--- config.mk ---
export PLATFORM = sky130hd
export DESIGN_NAME = tft_sync_display_port
export DESIGN_NICKNAME = d
export VERILOG_FILES = /design/src/rtl/tft_sync_display_port.v /design/src/rtl/link_clock_sampler.v /design/src/rtl/pixel_narrow.v
export VERILOG_INCLUDE_DIRS = /design/src /design/src/rtl
export SDC_FILE = /design/constraint.sdc
export NUM_CORES = 1
export LEC_CHECK = 0
export BUFFER_PORTS_ARGS = -buffer_cell sky130_fd_sc_hd__buf_2
export CORE_MARGIN = 2
export CORE_UTILIZATION = 35
export DETAILED_ROUTE_END_ITERATION = 12
export SLEW_MARGIN = 25
export SYNTH_ARGS = -nofsm -noshare
export SYNTH_HDL_FRONTEND = slang
export SYNTH_HIERARCHICAL = 1
export SYNTH_SLANG_ARGS = --single-unit
--- constraint.sdc ---
create_clock -name core_clk_i -period 15.54 [get_ports core_clk_i]
set_input_delay 3.108 -clock core_clk_i [delete_from_list [all_inputs] [get_ports core_clk_i]]
set_output_delay 3.108 -clock core_clk_i [all_outputs]
set_load 0.005 [all_outputs]
--- src/rtl/tft_port_consts.vh ---
// Constants of the colour panel output port: register map, control
// field positions, reset values and the pixel clock timing figures.
// Assumes inclusion by bare name from the design files under rtl/.
`ifndef TFT_PORT_CONSTS_VH
`define TFT_PORT_CONSTS_VH

// ----------------------------------------------------------------
// Register indices
// ----------------------------------------------------------------
`define REG_CTRL 4'h0
`define REG_H_ACTIVE 4'h1
`define REG_H_BACK 4'h2
`define REG_H_FRONT 4'h3
`define REG_H_SYNC 4'h4
`define REG_V_ACTIVE 4'h5
`define REG_V_BACK 4'h6
`define REG_V_FRONT 4'h7
`define REG_V_SYNC 4'h8
`define REG_STATUS 4'h9
`define REG_H_POS 4'ha
`define REG_V_POS 4'hb

// ----------------------------------------------------------------
// Control fields
// ----------------------------------------------------------------
`define CTRL_ENABLE 0
`define CTRL_CLASS_LO 1
`define CTRL_CLASS_HI 2
`define CTRL_LINE_POL 3
`define CTRL_FRAME_POL 4
`define CTRL_CLK_POL 5
`define CTRL_SYNC_USE 6
`define CTRL_LINK_LO 7
`define CTRL_LINK_HI 8
`define CTRL_FMT_LO 9
`define CTRL_FMT_HI 10

`define CLASS_MONO 2'h0
`define CLASS_COLOUR 2'h1
`define CLASS_YUV_PROG 2'h2
`define CLASS_YUV_INTL 2'h3

`define LINK_24 2'h0
`define LINK_18 2'h1
`define LINK_16 2'h2

`define FMT_565 2'h0
`define FMT_666 2'h1
`define FMT_888 2'h2
`define FMT_8888 2'h3

`define STAT_UNDERRUN 0
`define STAT_ACTIVE 1
`define STAT_FRAME 2
`define STAT_BAD_CLASS 3

// ----------------------------------------------------------------
// Reset values
// ----------------------------------------------------------------
`define RST_CTRL 16'h0043
`define RST_H_ACTIVE 12'h280
`define RST_H_BACK 12'h030
`define RST_H_FRONT 12'h010
`define RST_H_SYNC 12'h002
`define RST_V_ACTIVE 12'h1e0
`define RST_V_BACK 12'h022
`define RST_V_FRONT 12'h00b
`define RST_V_SYNC 12'h001

// ----------------------------------------------------------------
// Timing
// ----------------------------------------------------------------
`define CORE_CLK_PERIOD_NS 25
`define PIXEL_CLK_PERIOD_NS 200
`define CORE_PER_PIXEL (`PIXEL_CLK_PERIOD_NS / `CORE_CLK_PERIOD_NS)

`endif

--- src/rtl/tft_sync_display_port.v ---
// Colour panel output port: timing generator, pixel narrowing and
// a small register file on a plain strobe port.
// Assumes the pixel stream is on core_clk_i and holds a pixel until
// pix_taken_o; the pixel clock arrives from outside and is resampled.
//
// Local design decisions: the address map and strobed register access.
`timescale 1ns/1ps
`include "tft_port_consts.vh"
module tft_sync_display_port #(
    parameter CNT_W = 12
) (
    input wire core_clk_i,
    input wire rst_n_i,
    input wire [3:0] reg_addr_i,
    input wire [15:0] reg_wdata_i,
    input wire reg_write_i,
    input wire reg_read_i,
    output reg [15:0] reg_rdata_o,
    input wire [31:0] pix_data_i,
    input wire pix_valid_i,
    output reg pix_taken_o,
    input wire panel_pixel_clock_i,
    output reg pixel_clock_pin_o,
    output reg line_sync_pin_o,
    output reg line_sync_oe_o,
    output reg frame_sync_pin_o,
    output reg frame_sync_oe_o,
    output reg data_valid_pin_o,
    output reg [23:0] colour_bus_o,
    output reg [23:0] colour_bus_oe_o
);
    // ------------------------------------------------------------
    // Reset release
    // ------------------------------------------------------------
    reg rst_meta;
    reg rst_sync;
    wire rst_n;

    always @(posedge core_clk_i or negedge rst_n_i) begin
        if (!rst_n_i) begin
            rst_meta <= 1'b0;
            rst_sync <= 1'b0;
        end else begin
            rst_meta <= 1'b1;
            rst_sync <= rst_meta;
        end
    end
    assign rst_n = rst_sync;

    // ------------------------------------------------------------
    // Registers
    // ------------------------------------------------------------
    reg [15:0] ctrl;
    reg [CNT_W-1:0] h_active;
    reg [CNT_W-1:0] h_back;
    reg [CNT_W-1:0] h_front;
    reg [CNT_W-1:0] h_sync;
    reg [CNT_W-1:0] v_active;
    reg [CNT_W-1:0] v_back;
    reg [CNT_W-1:0] v_front;
    reg [CNT_W-1:0] v_sync;
    reg underrun;
    reg [CNT_W-1:0] h_pos;
    reg [CNT_W-1:0] v_pos;

    wire enable = ctrl[`CTRL_ENABLE];
    wire [1:0] panel_class = ctrl[`CTRL_CLASS_HI:`CTRL_CLASS_LO];
    wire line_pol = ctrl[`CTRL_LINE_POL];
    wire frame_pol = ctrl[`CTRL_FRAME_POL];
    wire clk_pol = ctrl[`CTRL_CLK_POL];
    wire sync_use = ctrl[`CTRL_SYNC_USE];
    wire [1:0] link_sel = ctrl[`CTRL_LINK_HI:`CTRL_LINK_LO];
    wire [1:0] fmt_sel = ctrl[`CTRL_FMT_HI:`CTRL_FMT_LO];
    // Other classes exist in the controller but leave this port idle
    wire bad_class = (panel_class != `CLASS_COLOUR);
    wire running = enable & ~bad_class;

    function [15:0] widen;
        input [CNT_W-1:0] value;
        begin
            widen = 16'h0000;
            widen[CNT_W-1:0] = value;
        end
    endfunction

    reg frame_sync_level;
    reg de_level;
    wire [3:0] status = {bad_class, frame_sync_level, de_level, underrun};

    always @(posedge core_clk_i or negedge rst_n) begin
        if (!rst_n) begin
            ctrl <= `RST_CTRL;
            h_active <= `RST_H_ACTIVE;
            h_back <= `RST_H_BACK;
            h_front <= `RST_H_FRONT;
            h_sync <= `RST_H_SYNC;
            v_active <= `RST_V_ACTIVE;
            v_back <= `RST_V_BACK;
            v_front <= `RST_V_FRONT;
            v_sync <= `RST_V_SYNC;
        end else if (reg_write_i) begin
            case (reg_addr_i)
                `REG_CTRL: ctrl <= reg_wdata_i;
                `REG_H_ACTIVE: h_active <= reg_wdata_i[CNT_W-1:0];
                `REG_H_BACK: h_back <= reg_wdata_i[CNT_W-1:0];
                `REG_H_FRONT: h_front <= reg_wdata_i[CNT_W-1:0];
                `REG_H_SYNC: h_sync <= reg_wdata_i[CNT_W-1:0];
                `REG_V_ACTIVE: v_active <= reg_wdata_i[CNT_W-1:0];
                `REG_V_BACK: v_back <= reg_wdata_i[CNT_W-1:0];
                `REG_V_FRONT: v_front <= reg_wdata_i[CNT_W-1:0];
                `REG_V_SYNC: v_sync <= reg_wdata_i[CNT_W-1:0];
                default: ctrl <= ctrl;
            endcase
        end
    end

    always @(posedge core_clk_i or negedge rst_n) begin
        if (!rst_n) begin
            reg_rdata_o <= 16'h0000;
        end else if (reg_read_i) begin
            case (reg_addr_i)
                `REG_CTRL: reg_rdata_o <= ctrl;
                `REG_H_ACTIVE: reg_rdata_o <= widen(h_active);
                `REG_H_BACK: reg_rdata_o <= widen(h_back);
                `REG_H_FRONT: reg_rdata_o <= widen(h_front);
                `REG_H_SYNC: reg_rdata_o <= widen(h_sync);
                `REG_V_ACTIVE: reg_rdata_o <= widen(v_active);
                `REG_V_BACK: reg_rdata_o <= widen(v_back);
                `REG_V_FRONT: reg_rdata_o <= widen(v_front);
                `REG_V_SYNC: reg_rdata_o <= widen(v_sync);
                `REG_STATUS: reg_rdata_o <= {12'h000, status};
                `REG_H_POS: reg_rdata_o <= widen(h_pos);
                `REG_V_POS: reg_rdata_o <= widen(v_pos);
                default: reg_rdata_o <= 16'h0000;
            endcase
        end else begin
            reg_rdata_o <= 16'h0000;
        end
    end

    // ------------------------------------------------------------
    // Pixel clock sampling and update edge
    // ------------------------------------------------------------
    wire pclk_level;
    wire pclk_rise;
    wire pclk_fall;

    link_clock_sampler u_sampler (
        .core_clk_i(core_clk_i),
        .rst_n_i(rst_n),
        .link_clk_i(panel_pixel_clock_i),
        .level_o(pclk_level),
        .rise_o(pclk_rise),
        .fall_o(pclk_fall)
    );

    // Bus moves half a pixel clock before the panel samples it
    wire update = clk_pol ? pclk_fall : pclk_rise;

    // ------------------------------------------------------------
    // Pixel and line counters
    // ------------------------------------------------------------
    // Sync widths sit inside the back porches, so the totals
    // are porch plus active plus porch
    wire [CNT_W-1:0] h_total = h_back + h_active + h_front;
    wire [CNT_W-1:0] v_total = v_back + v_active + v_front;
    wire h_last = (h_pos >= h_total - 1'b1);
    wire v_last = (v_pos >= v_total - 1'b1);
    reg [CNT_W-1:0] next_h_pos;
    reg [CNT_W-1:0] next_v_pos;

    always @* begin
        next_h_pos = h_pos;
        next_v_pos = v_pos;
        if (!running) begin
            next_h_pos = {CNT_W{1'b0}};
            next_v_pos = {CNT_W{1'b0}};
        end else if (update) begin
            if (h_last) begin
                next_h_pos = {CNT_W{1'b0}};
                next_v_pos = v_last ? {CNT_W{1'b0}}
                                    : v_pos + 1'b1;
            end else begin
                next_h_pos = h_pos + 1'b1;
            end
        end
    end

    always @(posedge core_clk_i or negedge rst_n) begin
        if (!rst_n) begin
            h_pos <= {CNT_W{1'b0}};
            v_pos <= {CNT_W{1'b0}};
        end else begin
            h_pos <= next_h_pos;
            v_pos <= next_v_pos;
        end
    end

    // ------------------------------------------------------------
    // Sync and enable decode for the position about to be shown
    // ------------------------------------------------------------
    // Line sync opens each line; its width counts within back porch
    wire next_line_act = running
        & (next_h_pos < h_sync);
    // Frame sync opens the frame; the back porch starts with it
    wire next_frame_act = running
        & (next_v_pos < v_sync);
    wire next_h_vis = (next_h_pos >= h_back)
        & (next_h_pos < h_back + h_active);
    wire next_v_vis = (next_v_pos >= v_back)
        & (next_v_pos < v_back + v_active);
    wire next_de = running & next_h_vis & next_v_vis;

    wire [23:0] narrow_colour;

    pixel_narrow u_narrow (
        .pixel_i(pix_data_i),
        .format_i(fmt_sel),
        .link_i(link_sel),
        .colour_o(narrow_colour)
    );

    function [23:0] link_mask;
        input [1:0] sel;
        begin
            case (sel)
                `LINK_18: link_mask = 24'h03ffff;
                `LINK_16: link_mask = 24'h00ffff;
                default: link_mask = 24'hffffff;
            endcase
        end
    endfunction

    // ------------------------------------------------------------
    // Pin drivers; while running, syncs, data valid and colour change only on the update edge
    // ------------------------------------------------------------
    wire take = update & next_de;

    always @(posedge core_clk_i or negedge rst_n) begin
        if (!rst_n) begin
            pixel_clock_pin_o <= 1'b0;
            line_sync_pin_o <= 1'b0;
            frame_sync_pin_o <= 1'b0;
            line_sync_oe_o <= 1'b0;
            frame_sync_oe_o <= 1'b0;
            data_valid_pin_o <= 1'b0;
            colour_bus_o <= 24'h000000;
            colour_bus_oe_o <= 24'h000000;
            pix_taken_o <= 1'b0;
            de_level <= 1'b0;
            frame_sync_level <= 1'b0;
        end else begin
            // Pin copy shares the sampling delay with the bus
            pixel_clock_pin_o <= running & (pclk_level ^ pclk_rise ^ pclk_fall);
            // Unused sync and colour lines are released to other uses
            line_sync_oe_o <= running & sync_use;
            frame_sync_oe_o <= running & sync_use;
            colour_bus_oe_o <= running ? link_mask(link_sel)
                                       : 24'h000000;
            pix_taken_o <= take;
            if (!running) begin
                line_sync_pin_o <= 1'b0;
                frame_sync_pin_o <= 1'b0;
                data_valid_pin_o <= 1'b0;
                colour_bus_o <= 24'h000000;
                de_level <= 1'b0;
                frame_sync_level <= 1'b0;
            end else if (update) begin
                // Polarity bit gives the asserted level directly
                line_sync_pin_o <= ~(next_line_act
                    ^ line_pol);
                frame_sync_pin_o <= ~(next_frame_act
                    ^ frame_pol);
                data_valid_pin_o <= next_de;
                de_level <= next_de;
                frame_sync_level <= next_frame_act;
                // Blanking shows zeros; panel ignores them anyway
                colour_bus_o <= next_de
                    ? (narrow_colour & link_mask(link_sel))
                    : 24'h000000;
            end
        end
    end

    // ------------------------------------------------------------
    // Underrun flag: a missing pixel is still clocked out
    // ------------------------------------------------------------
    wire clear_underrun = reg_write_i & (reg_addr_i == `REG_STATUS)
        & reg_wdata_i[`STAT_UNDERRUN];

    always @(posedge core_clk_i or negedge rst_n) begin
        if (!rst_n) begin
            underrun <= 1'b0;
        end else if (take & ~pix_valid_i) begin
            // A new event outranks a clear in the same cycle
            underrun <= 1'b1;
        end else if (clear_underrun) begin
            underrun <= 1'b0;
        end
    end
endmodule

--- src/rtl/link_clock_sampler.v ---
// Samples the incoming pixel clock in the core clock domain.
// Assumes the pixel clock is slower than half the core clock rate.
`timescale 1ns/1ps
module link_clock_sampler (
    input wire core_clk_i,
    input wire rst_n_i,
    input wire link_clk_i,
    output reg level_o,
    output wire rise_o,
    output wire fall_o
);
    reg meta;
    reg sync;

    // ------------------------------------------------------------
    // Two-stage synchroniser, then one stage for edge finding
    // ------------------------------------------------------------
    always @(posedge core_clk_i or negedge rst_n_i) begin
        if (!rst_n_i) begin
            meta <= 1'b0;
            sync <= 1'b0;
            level_o <= 1'b0;
        end else begin
            meta <= link_clk_i;
            sync <= meta;
            level_o <= sync;
        end
    end

    assign rise_o = sync & ~level_o;
    assign fall_o = ~sync & level_o;
endmodule

--- src/rtl/pixel_narrow.v ---
// Maps one internal pixel onto the selected link width.
// Assumes pixels are packed red high, blue low, alpha above red.
`timescale 1ns/1ps
`include "tft_port_consts.vh"
module pixel_narrow (
    input wire [31:0] pixel_i,
    input wire [1:0] format_i,
    input wire [1:0] link_i,
    output reg [23:0] colour_o
);
    reg [7:0] red;
    reg [7:0] green;
    reg [7:0] blue;

    // ------------------------------------------------------------
    // Left-align components, then drop low bits for the link
    // ------------------------------------------------------------
    always @* begin
        red = 8'h00;
        green = 8'h00;
        blue = 8'h00;
        case (format_i)
            `FMT_565: begin
                red = {pixel_i[15:11], 3'h0};
                green = {pixel_i[10:5], 2'h0};
                blue = {pixel_i[4:0], 3'h0};
            end
            `FMT_666: begin
                red = {pixel_i[17:12], 2'h0};
                green = {pixel_i[11:6], 2'h0};
                blue = {pixel_i[5:0], 2'h0};
            end
            default: begin
                // Alpha byte of 8888 is never sent
                red = pixel_i[23:16];
                green = pixel_i[15:8];
                blue = pixel_i[7:0];
            end
        endcase
        // Plain truncation; no dithering trades smoothness for exactness
        case (link_i)
            `LINK_18: colour_o = {6'h00, red[7:2], green[7:2],
                                  blue[7:2]};
            `LINK_16: colour_o = {8'h00, red[7:3], green[7:2],
                                  blue[7:3]};
            default: colour_o = {red, green, blue};
        endcase
    end
endmodule

* Word-level counts from Yosys, hierarchy flattened
Index checks and enable logic that the tools add are counted.
** Storage, ports and cells
- Logic and storage cells :: 128
- Register bits :: 213
- Output and inout bits :: 71
** Cells by class
- Magnitude comparators :: 8
- Add/sub/neg operators :: 8
- Reductions and logical operators :: 12
- Mux-type cells :: 31
- Bitwise operators :: 26
- Eq/ne operators :: 16
** Operators by type and width (count)
- $pmux W16 S12 :: 1
- $mux W24 :: 6
- $pmux W24 S2 :: 2
- $mux W12 :: 7
- $add A12 B12 Y12 :: 4
- $ge A12 B12 Y1 :: 4
- $lt A12 B12 Y1 :: 4
- $pmux W8 S2 :: 3
- $add A12 B1 Y12 const B :: 2
- $and A24 B24 Y24 :: 1
- $sub A12 B1 Y12 const B :: 2
- $reduce_and A2 Y1 :: 9
- $eq A4 B3 Y1 const B :: 4
- $eq A4 B4 Y1 const B :: 4
- $mux W16 :: 1
- $and A1 B1 Y1 :: 15
- $mux W1 :: 11
- $eq A4 B2 Y1 const B :: 2
- $not A1 Y1 :: 6
- $eq A2 B1 Y1 const B :: 2
- $eq A4 B1 Y1 const B :: 1
- $logic_not A4 Y1 :: 1
- $ne A2 B1 Y1 const B :: 2
- $xor A1 B1 Y1 :: 4
- other kinds (3) :: 3

* Depth between registers and ports, before layout
- Depth in word-level cells :: 14
- Gate-level depth with buffers :: 41
- Depth with buffers taken out :: 38

* Cells and area by module
Netlist, hierarchy kept.
** By module, submodules not included
- tft_sync_display_port :: area an instance 12592.1 sq um, sequential area each 4753.3 sq um, cells each 1210, instances 1
- pixel_narrow :: area an instance 817.0 sq um, sequential area each 0.0 sq um, cells each 100, instances 1
- link_clock_sampler :: area an instance 90.1 sq um, sequential area each 75.1 sq um, cells each 5, instances 1

* Worst setup path after synthesis
Ideal clock, no wire load.
- Kind :: register to register
- Start point :: reg h_back[0]
- End point :: reg colour_bus_o[22]
- Path buffers :: 4
- Stages on the path, launching flop included :: 40
- Arrival time :: 7555 ps
- Setup slack :: 7864 ps
- Cell sequence :: dfrtp_1 > ha_1 > fa_1 > inv_1 > ha_1 > inv_1 > ha_1 > fa_1 > a21o_1 > a21oi_1 > o21bai_1 > a21oi_1 > nor2b_1 > o21a_1 > o21ai_0 > nand2b_1 > a21oi_1 > xnor3_1 > [4 not listed] > a21o_1 > buf_2 > buf_1 > nor2_1 > a22o_1 > ha_1 > o21a_1 > o21ai_0 > nor2_1 > a2111oi_0 > o21ai_0 > o311ai_1 > a211o_1 > a2111oi_0 > and3_1 > buf_6 > buf_8 > a32o_1
** RTL lines
- start: declaration :: line tft_sync_display_port.v:55 : reg [CNT_W-1:0] h_back;
- start signal: assignment :: line tft_sync_display_port.v:94 : h_back <= `RST_H_BACK;
- start signal: assignment :: line tft_sync_display_port.v:105 : `REG_H_BACK: h_back <= reg_wdata_i[CNT_W-1:0];
- $add A12 B12 Y12 * (2 in a row) :: line tft_sync_display_port.v:165 : wire [CNT_W-1:0] h_total = h_back + h_active + h_front;
- $sub A12 B1 Y12 * :: line tft_sync_display_port.v:167 : wire h_last = (h_pos >= h_total - 1'b1);
- $ge A12 B12 Y1 * :: line tft_sync_display_port.v:167
- $mux W12 * :: line tft_sync_display_port.v:179 : if (h_last) begin
- $mux W12 * :: line tft_sync_display_port.v:178 : end else if (update) begin
- $mux W12 * :: line tft_sync_display_port.v:175 : if (!running) begin
- named net next_v_pos[6] :: line tft_sync_display_port.v:170 : reg [CNT_W-1:0] next_v_pos;
- $ge A12 B12 Y1 / $lt A12 B12 Y1 (equally long branches) :: line tft_sync_display_port.v:210, tft_sync_display_port.v:211
- $and A1 B1 Y1 * :: line tft_sync_display_port.v:211 : & (next_v_pos < v_back + v_active);
- $and A1 B1 Y1 * :: line tft_sync_display_port.v:212 : wire next_de = running & next_h_vis & next_v_vis;
- $mux W24 * :: line tft_sync_display_port.v:279 : ? (narrow_colour & link_mask(link_sel))
- $mux W24 * :: line tft_sync_display_port.v:268 : end else if (update) begin
- $mux W24 * :: line tft_sync_display_port.v:261 : if (!running) begin
- end signal: assignment :: line tft_sync_display_port.v:278 : colour_bus_o <= next_de
- end: declaration :: line tft_sync_display_port.v:29 : output reg [23:0] colour_bus_o,
Mark *: on every way through the listed nets, which the timed path passes. The rest lies on a longest branch. The select of a mux whose other input is x is not followed.
A chain may end at the register's enable or synchronous reset.

* Worst setup path in the final report
- Start point :: reg h_back[1]
- End point :: reg colour_bus_o[16]
The elaborated chain is that of the path after synthesis.

==> metrics.md <==
| Metric | Value |
|---|---|
| Maximum fanout along the worst path | 27 |
| Critical path's largest stage delay | 0.86 ns |
| Wire length of the first global-routing pass | 61,800 um |
| GRT Total Usage | 19.8% |
| Worst slack at placement | 6.45 ns |
| Outcome | finished, final reports clean |
| Peak VDD IR | approximately 0.08 mV |
| Post-synth EDFFs | 0 |
| Crit path time final | 9.27 ns |
| Effective utilization at floorplan | a little over a third |
| Critical path arrival | 9.61 ns |
| Cell type with the largest total area after synthesis | dfrtp_1 |
| Clock transition at path regs | ~0.07 ns |
| Count of port buffers added during placement | 120 |
| Clock group share of total power | 18.3% |
| R2r worst-path depth | 35 |
| Clock sink count | 192 |
| Total power draw | between 2 and 2.5 mW |
| Longest Clk Path Bufs | 2 |
| Minimum setup slack among reg-to-reg paths | 6.27 ns |
| Initial antenna violation count | 0 |
| Beginning of the critical path | h_back[1]$_DFFE_PN0P_ |
| Max transition margin | 29.4% |
| # DRC | 0 |
| Worst path top cell family by delay | compound AO/OA/AOI/OAI gates |
| Synth Net Count | 1,527 |
| Share of final-layout standard cells stronger than drive strength 1 | 24.0% |
| Cell count after synthesis | between 1,000 and 1,500 |
| Routed wire length per instance | 20.4 um |
| Worst min-delay path endpoint | rst_n$_DFF_PN0_ |
| Worst setup path class | reg -> reg |
| Pwr per Cell Area | 163 nW/um2 |
| Fraction of synthesized cell area taken by the top area cell type | 32.1% |
| Capture instance of the worst register-to-register path | colour_bus_o[16]$_DFFE_PN0P_ |
| Maximum number of pins on one net before global-route repair | 71 |
| Seq/Total Area, Yosys | 35.8% |
| Antenna Violating Nets Remaining | 0 |
| RSZ-0062 raised after global routing | no |
| Power spent charging and discharging nets | 1.03 mW |
| Final global-route overflow total | 0 |
| Power share of the combinational group | 54.1% |
| Min-delay worst type | reg -> reg |
| Post-DP HPWL | between 30,000 and 40,000 um |
| Post-CTS Setup Repair Bufs | 0 |
| Setup TNS after final layout | 0 ns |
| Clock tree skew after final layout | 0.0130 ns |
| Average instance area after synthesis | 10.3 um2 |
| Pre-antenna DRT Iters | 5 |
| Number of cells traversed by the worst hold path | 0 |
| CTS H-Tree Depth | 4 |
| Kind of end point of the critical path | register |
| Synth warn | 6 |
| Net count reported at finish | 1,615 |
| Netlist Area Pre-Place | 13,500 um2 |
| Number of CTS-inserted buffers | 17 |
| Total detailed-routing wirelength | 39,300 um |
| Smallest setup slack after layout | 6.27 ns |
| Area grow syn2layout | 11.6% |
| Floorplan core area | 37,800 um2 |
| Switching Share | a little over two fifths |
| Required arrival time at the worst endpoint | 15.88 ns |
| Number of failing hold endpoints at the final stage | 0 |
| Total number of placement rows | 71 |
| Buffers and inverters on the worst path | 2 |
| Final setup fails | 0 |
| Highest achievable clock rate | 0.108 GHz |
| Sequential share of power | between 20 and 30% |
| Die height | 200 um |
| Fraction of the cycle the final worst path needs | 59.6% |
| Library cell contributing the largest single delay on the critical path | o311ai_0 |
| Vias in the first global route | 10,700 |
| Worst slew pin tran | 1.06 ns |
| Startpoint of the most critical register-to-register path | h_back[1]$_DFFE_PN0P_ |
| Die X | 200 um |
| Num ports | 129 |
| Flip-flop and latch count after synthesis | 192 |
| Area enclosed by the die boundary | 40,200 um2 |
| Via density per instance | 5.54 |
| Cell-internal power | between 1 and 1.5 mW |
| Clock tree from TritonCTS | done |
| Routed vias | about 11,000 |
| Resize count post-CTS | 0 |
| Max capacitance violation total | 0 |
| Number of distinct library cell variants in the gate-level netlist after synthesis | 79 |
| Startpoint of the worst hold path | rst_meta$_DFF_PN0_ |
| Cell types occupying the most area after synthesis | dfrtp_1 32%, ha_1 14%, mux2_2 10%, dfstp_2 3.7%, inv_1 3.5% |
| Clock insertion delay at the later pin of the skew report | 0.45 ns |
| Final-report max-slew violation count | 0 |
| P_leak | 7.24 nW |
| Starting DRC count in detailed routing | 894 |
| Proportion of register bits with asynchronous set or reset after synthesis | 100% |
| Routability cong. | 0.896 |
| Hold-fix buffer count after cts | 0 |
| Startpoint kind of the worst setup timing path | register |
| Ys flop type | dfrtp_1 |
| Root buffer cell | clkbuf_16 |
==> power groups by stage <==
stage / sequential [mW] / combinational, mW / clock, mW
global placement: 0.683 / 1.29 / 0
floorplan: 0.645 / 1.07 / 0
global route: 0.689 / 1.51 / 0.481
finish: 0.678 / 1.33 / 0.450
detailed placement: 0.685 / 1.32 / 0
CTS: 0.675 / 1.33 / 0.461
==> cell usage in the layout, fill, tap and decap left out, types with 19 or more instances in the layout <==
cell	synthesis	routed
a21oi_1	50	50
a221oi_1	24	24
a22o_1	43	43
buf_2	7	120
dfrtp_1	173	172
dfstp_2	19	19
ha_1	150	150
inv_1	127	127
mux2_2	121	121
nand2_1	68	68
nand2b_1	19	19
nand3_1	19	19
nor2_1	53	53
o21ai_0	43	43
xnor2_1	28	28
xor2_1	32	32
==> sequential cells by signal, summed over array words and instances (netlist names), 3 cells and up <==
register         flops
colour_bus_oe_o      3
h_pos               12
h_sync              12
v_active            12
v_sync              12
ctrl                16
h_back              12
colour_bus_o        24
reg_rdata_o         16
v_back              12
v_pos               12
v_front             12
h_front             12
h_active            12
==> synth_stat cells, drive strengths merged, types with 31 or more instances <==
| cell type | instances |
|---|---|
| xor2 | 32 |
| dfrtp | 173 |
| inv | 127 |
| nand2 | 68 |
| mux2 | 126 |
| buf | 38 |
| clkbuf | 31 |
| nor2 | 56 |
| ha | 150 |
| a21oi | 51 |
| o21ai | 54 |
| a22o | 43 |
==> metal layers <==
layer | share of wire (%) | vias up | track usage, %
li1 | - | 4969 | -
met1 | 45 | 5268 | 27.3
met5 | 0 | - | 0
met3 | 6.3 | 51 | 2.98
met4 | 2.5 | 0 | 6.80
met2 | 46 | 388 | 31.8
==> layout make-up <==
cell class / count / area (um2)
fill: 3776 / 22800
multi-input combinational: 927 / 7790
sequential: 192 / 4830
timing repair buffer: 138 / 736
tap: 511 / 639
inverter: 127 / 477
clock buffer: 20 / 467
clock inverter: 11 / 118
antenna: 1 / 2.50
==> per-stage QoR <==
step	utilization, %	instances	instance area [um2]	hold WS (ns)
floorplan	-	1315	13500	0.331
global route	39.8	1926	15100	0.365
finish	39.8	1927	15100	0.353
global placement	38.2	1895	14500	0.333
detailed placement	38.2	1895	14500	0.336
CTS	39.8	1926	15100	0.354
==> worst max-delay path by stage <==
stage / end / cells past startpoint
6_report: colour_bus_o[16]$_DFFE_PN0P_ / 35
3_5_place_dp: colour_bus_o[16]$_DFFE_PN0P_ / 36
3_3_place_gp: colour_bus_o[16]$_DFFE_PN0P_ / 36
2_1_floorplan: colour_bus_o[22]$_DFFE_PN0P_ / 39
4_1_cts: colour_bus_o[16]$_DFFE_PN0P_ / 36
5_1_grt: colour_bus_o[16]$_DFFE_PN0P_ / 36
==> logic make-up (layout without fill, tap and decap cells) <==
family | after synthesis | after routing | share of synthesized area [%]
adders and majority gates | 157 | 157 | 14.7
buffers and inverters | 196 | 296 | 6.58
muxes | 144 | 144 | 12.4
DFF | 192 | 192 | 35.8
AOI/OAI and AO/OA | 322 | 322 | 17.6
and+or+nand+nor | 242 | 242 | 8.81
xor gates and xnor gates | 61 | 61 | 4.06
other | 1 | 2 | 0.0278
No activity file was read; power rests on OpenSTA's default activity.
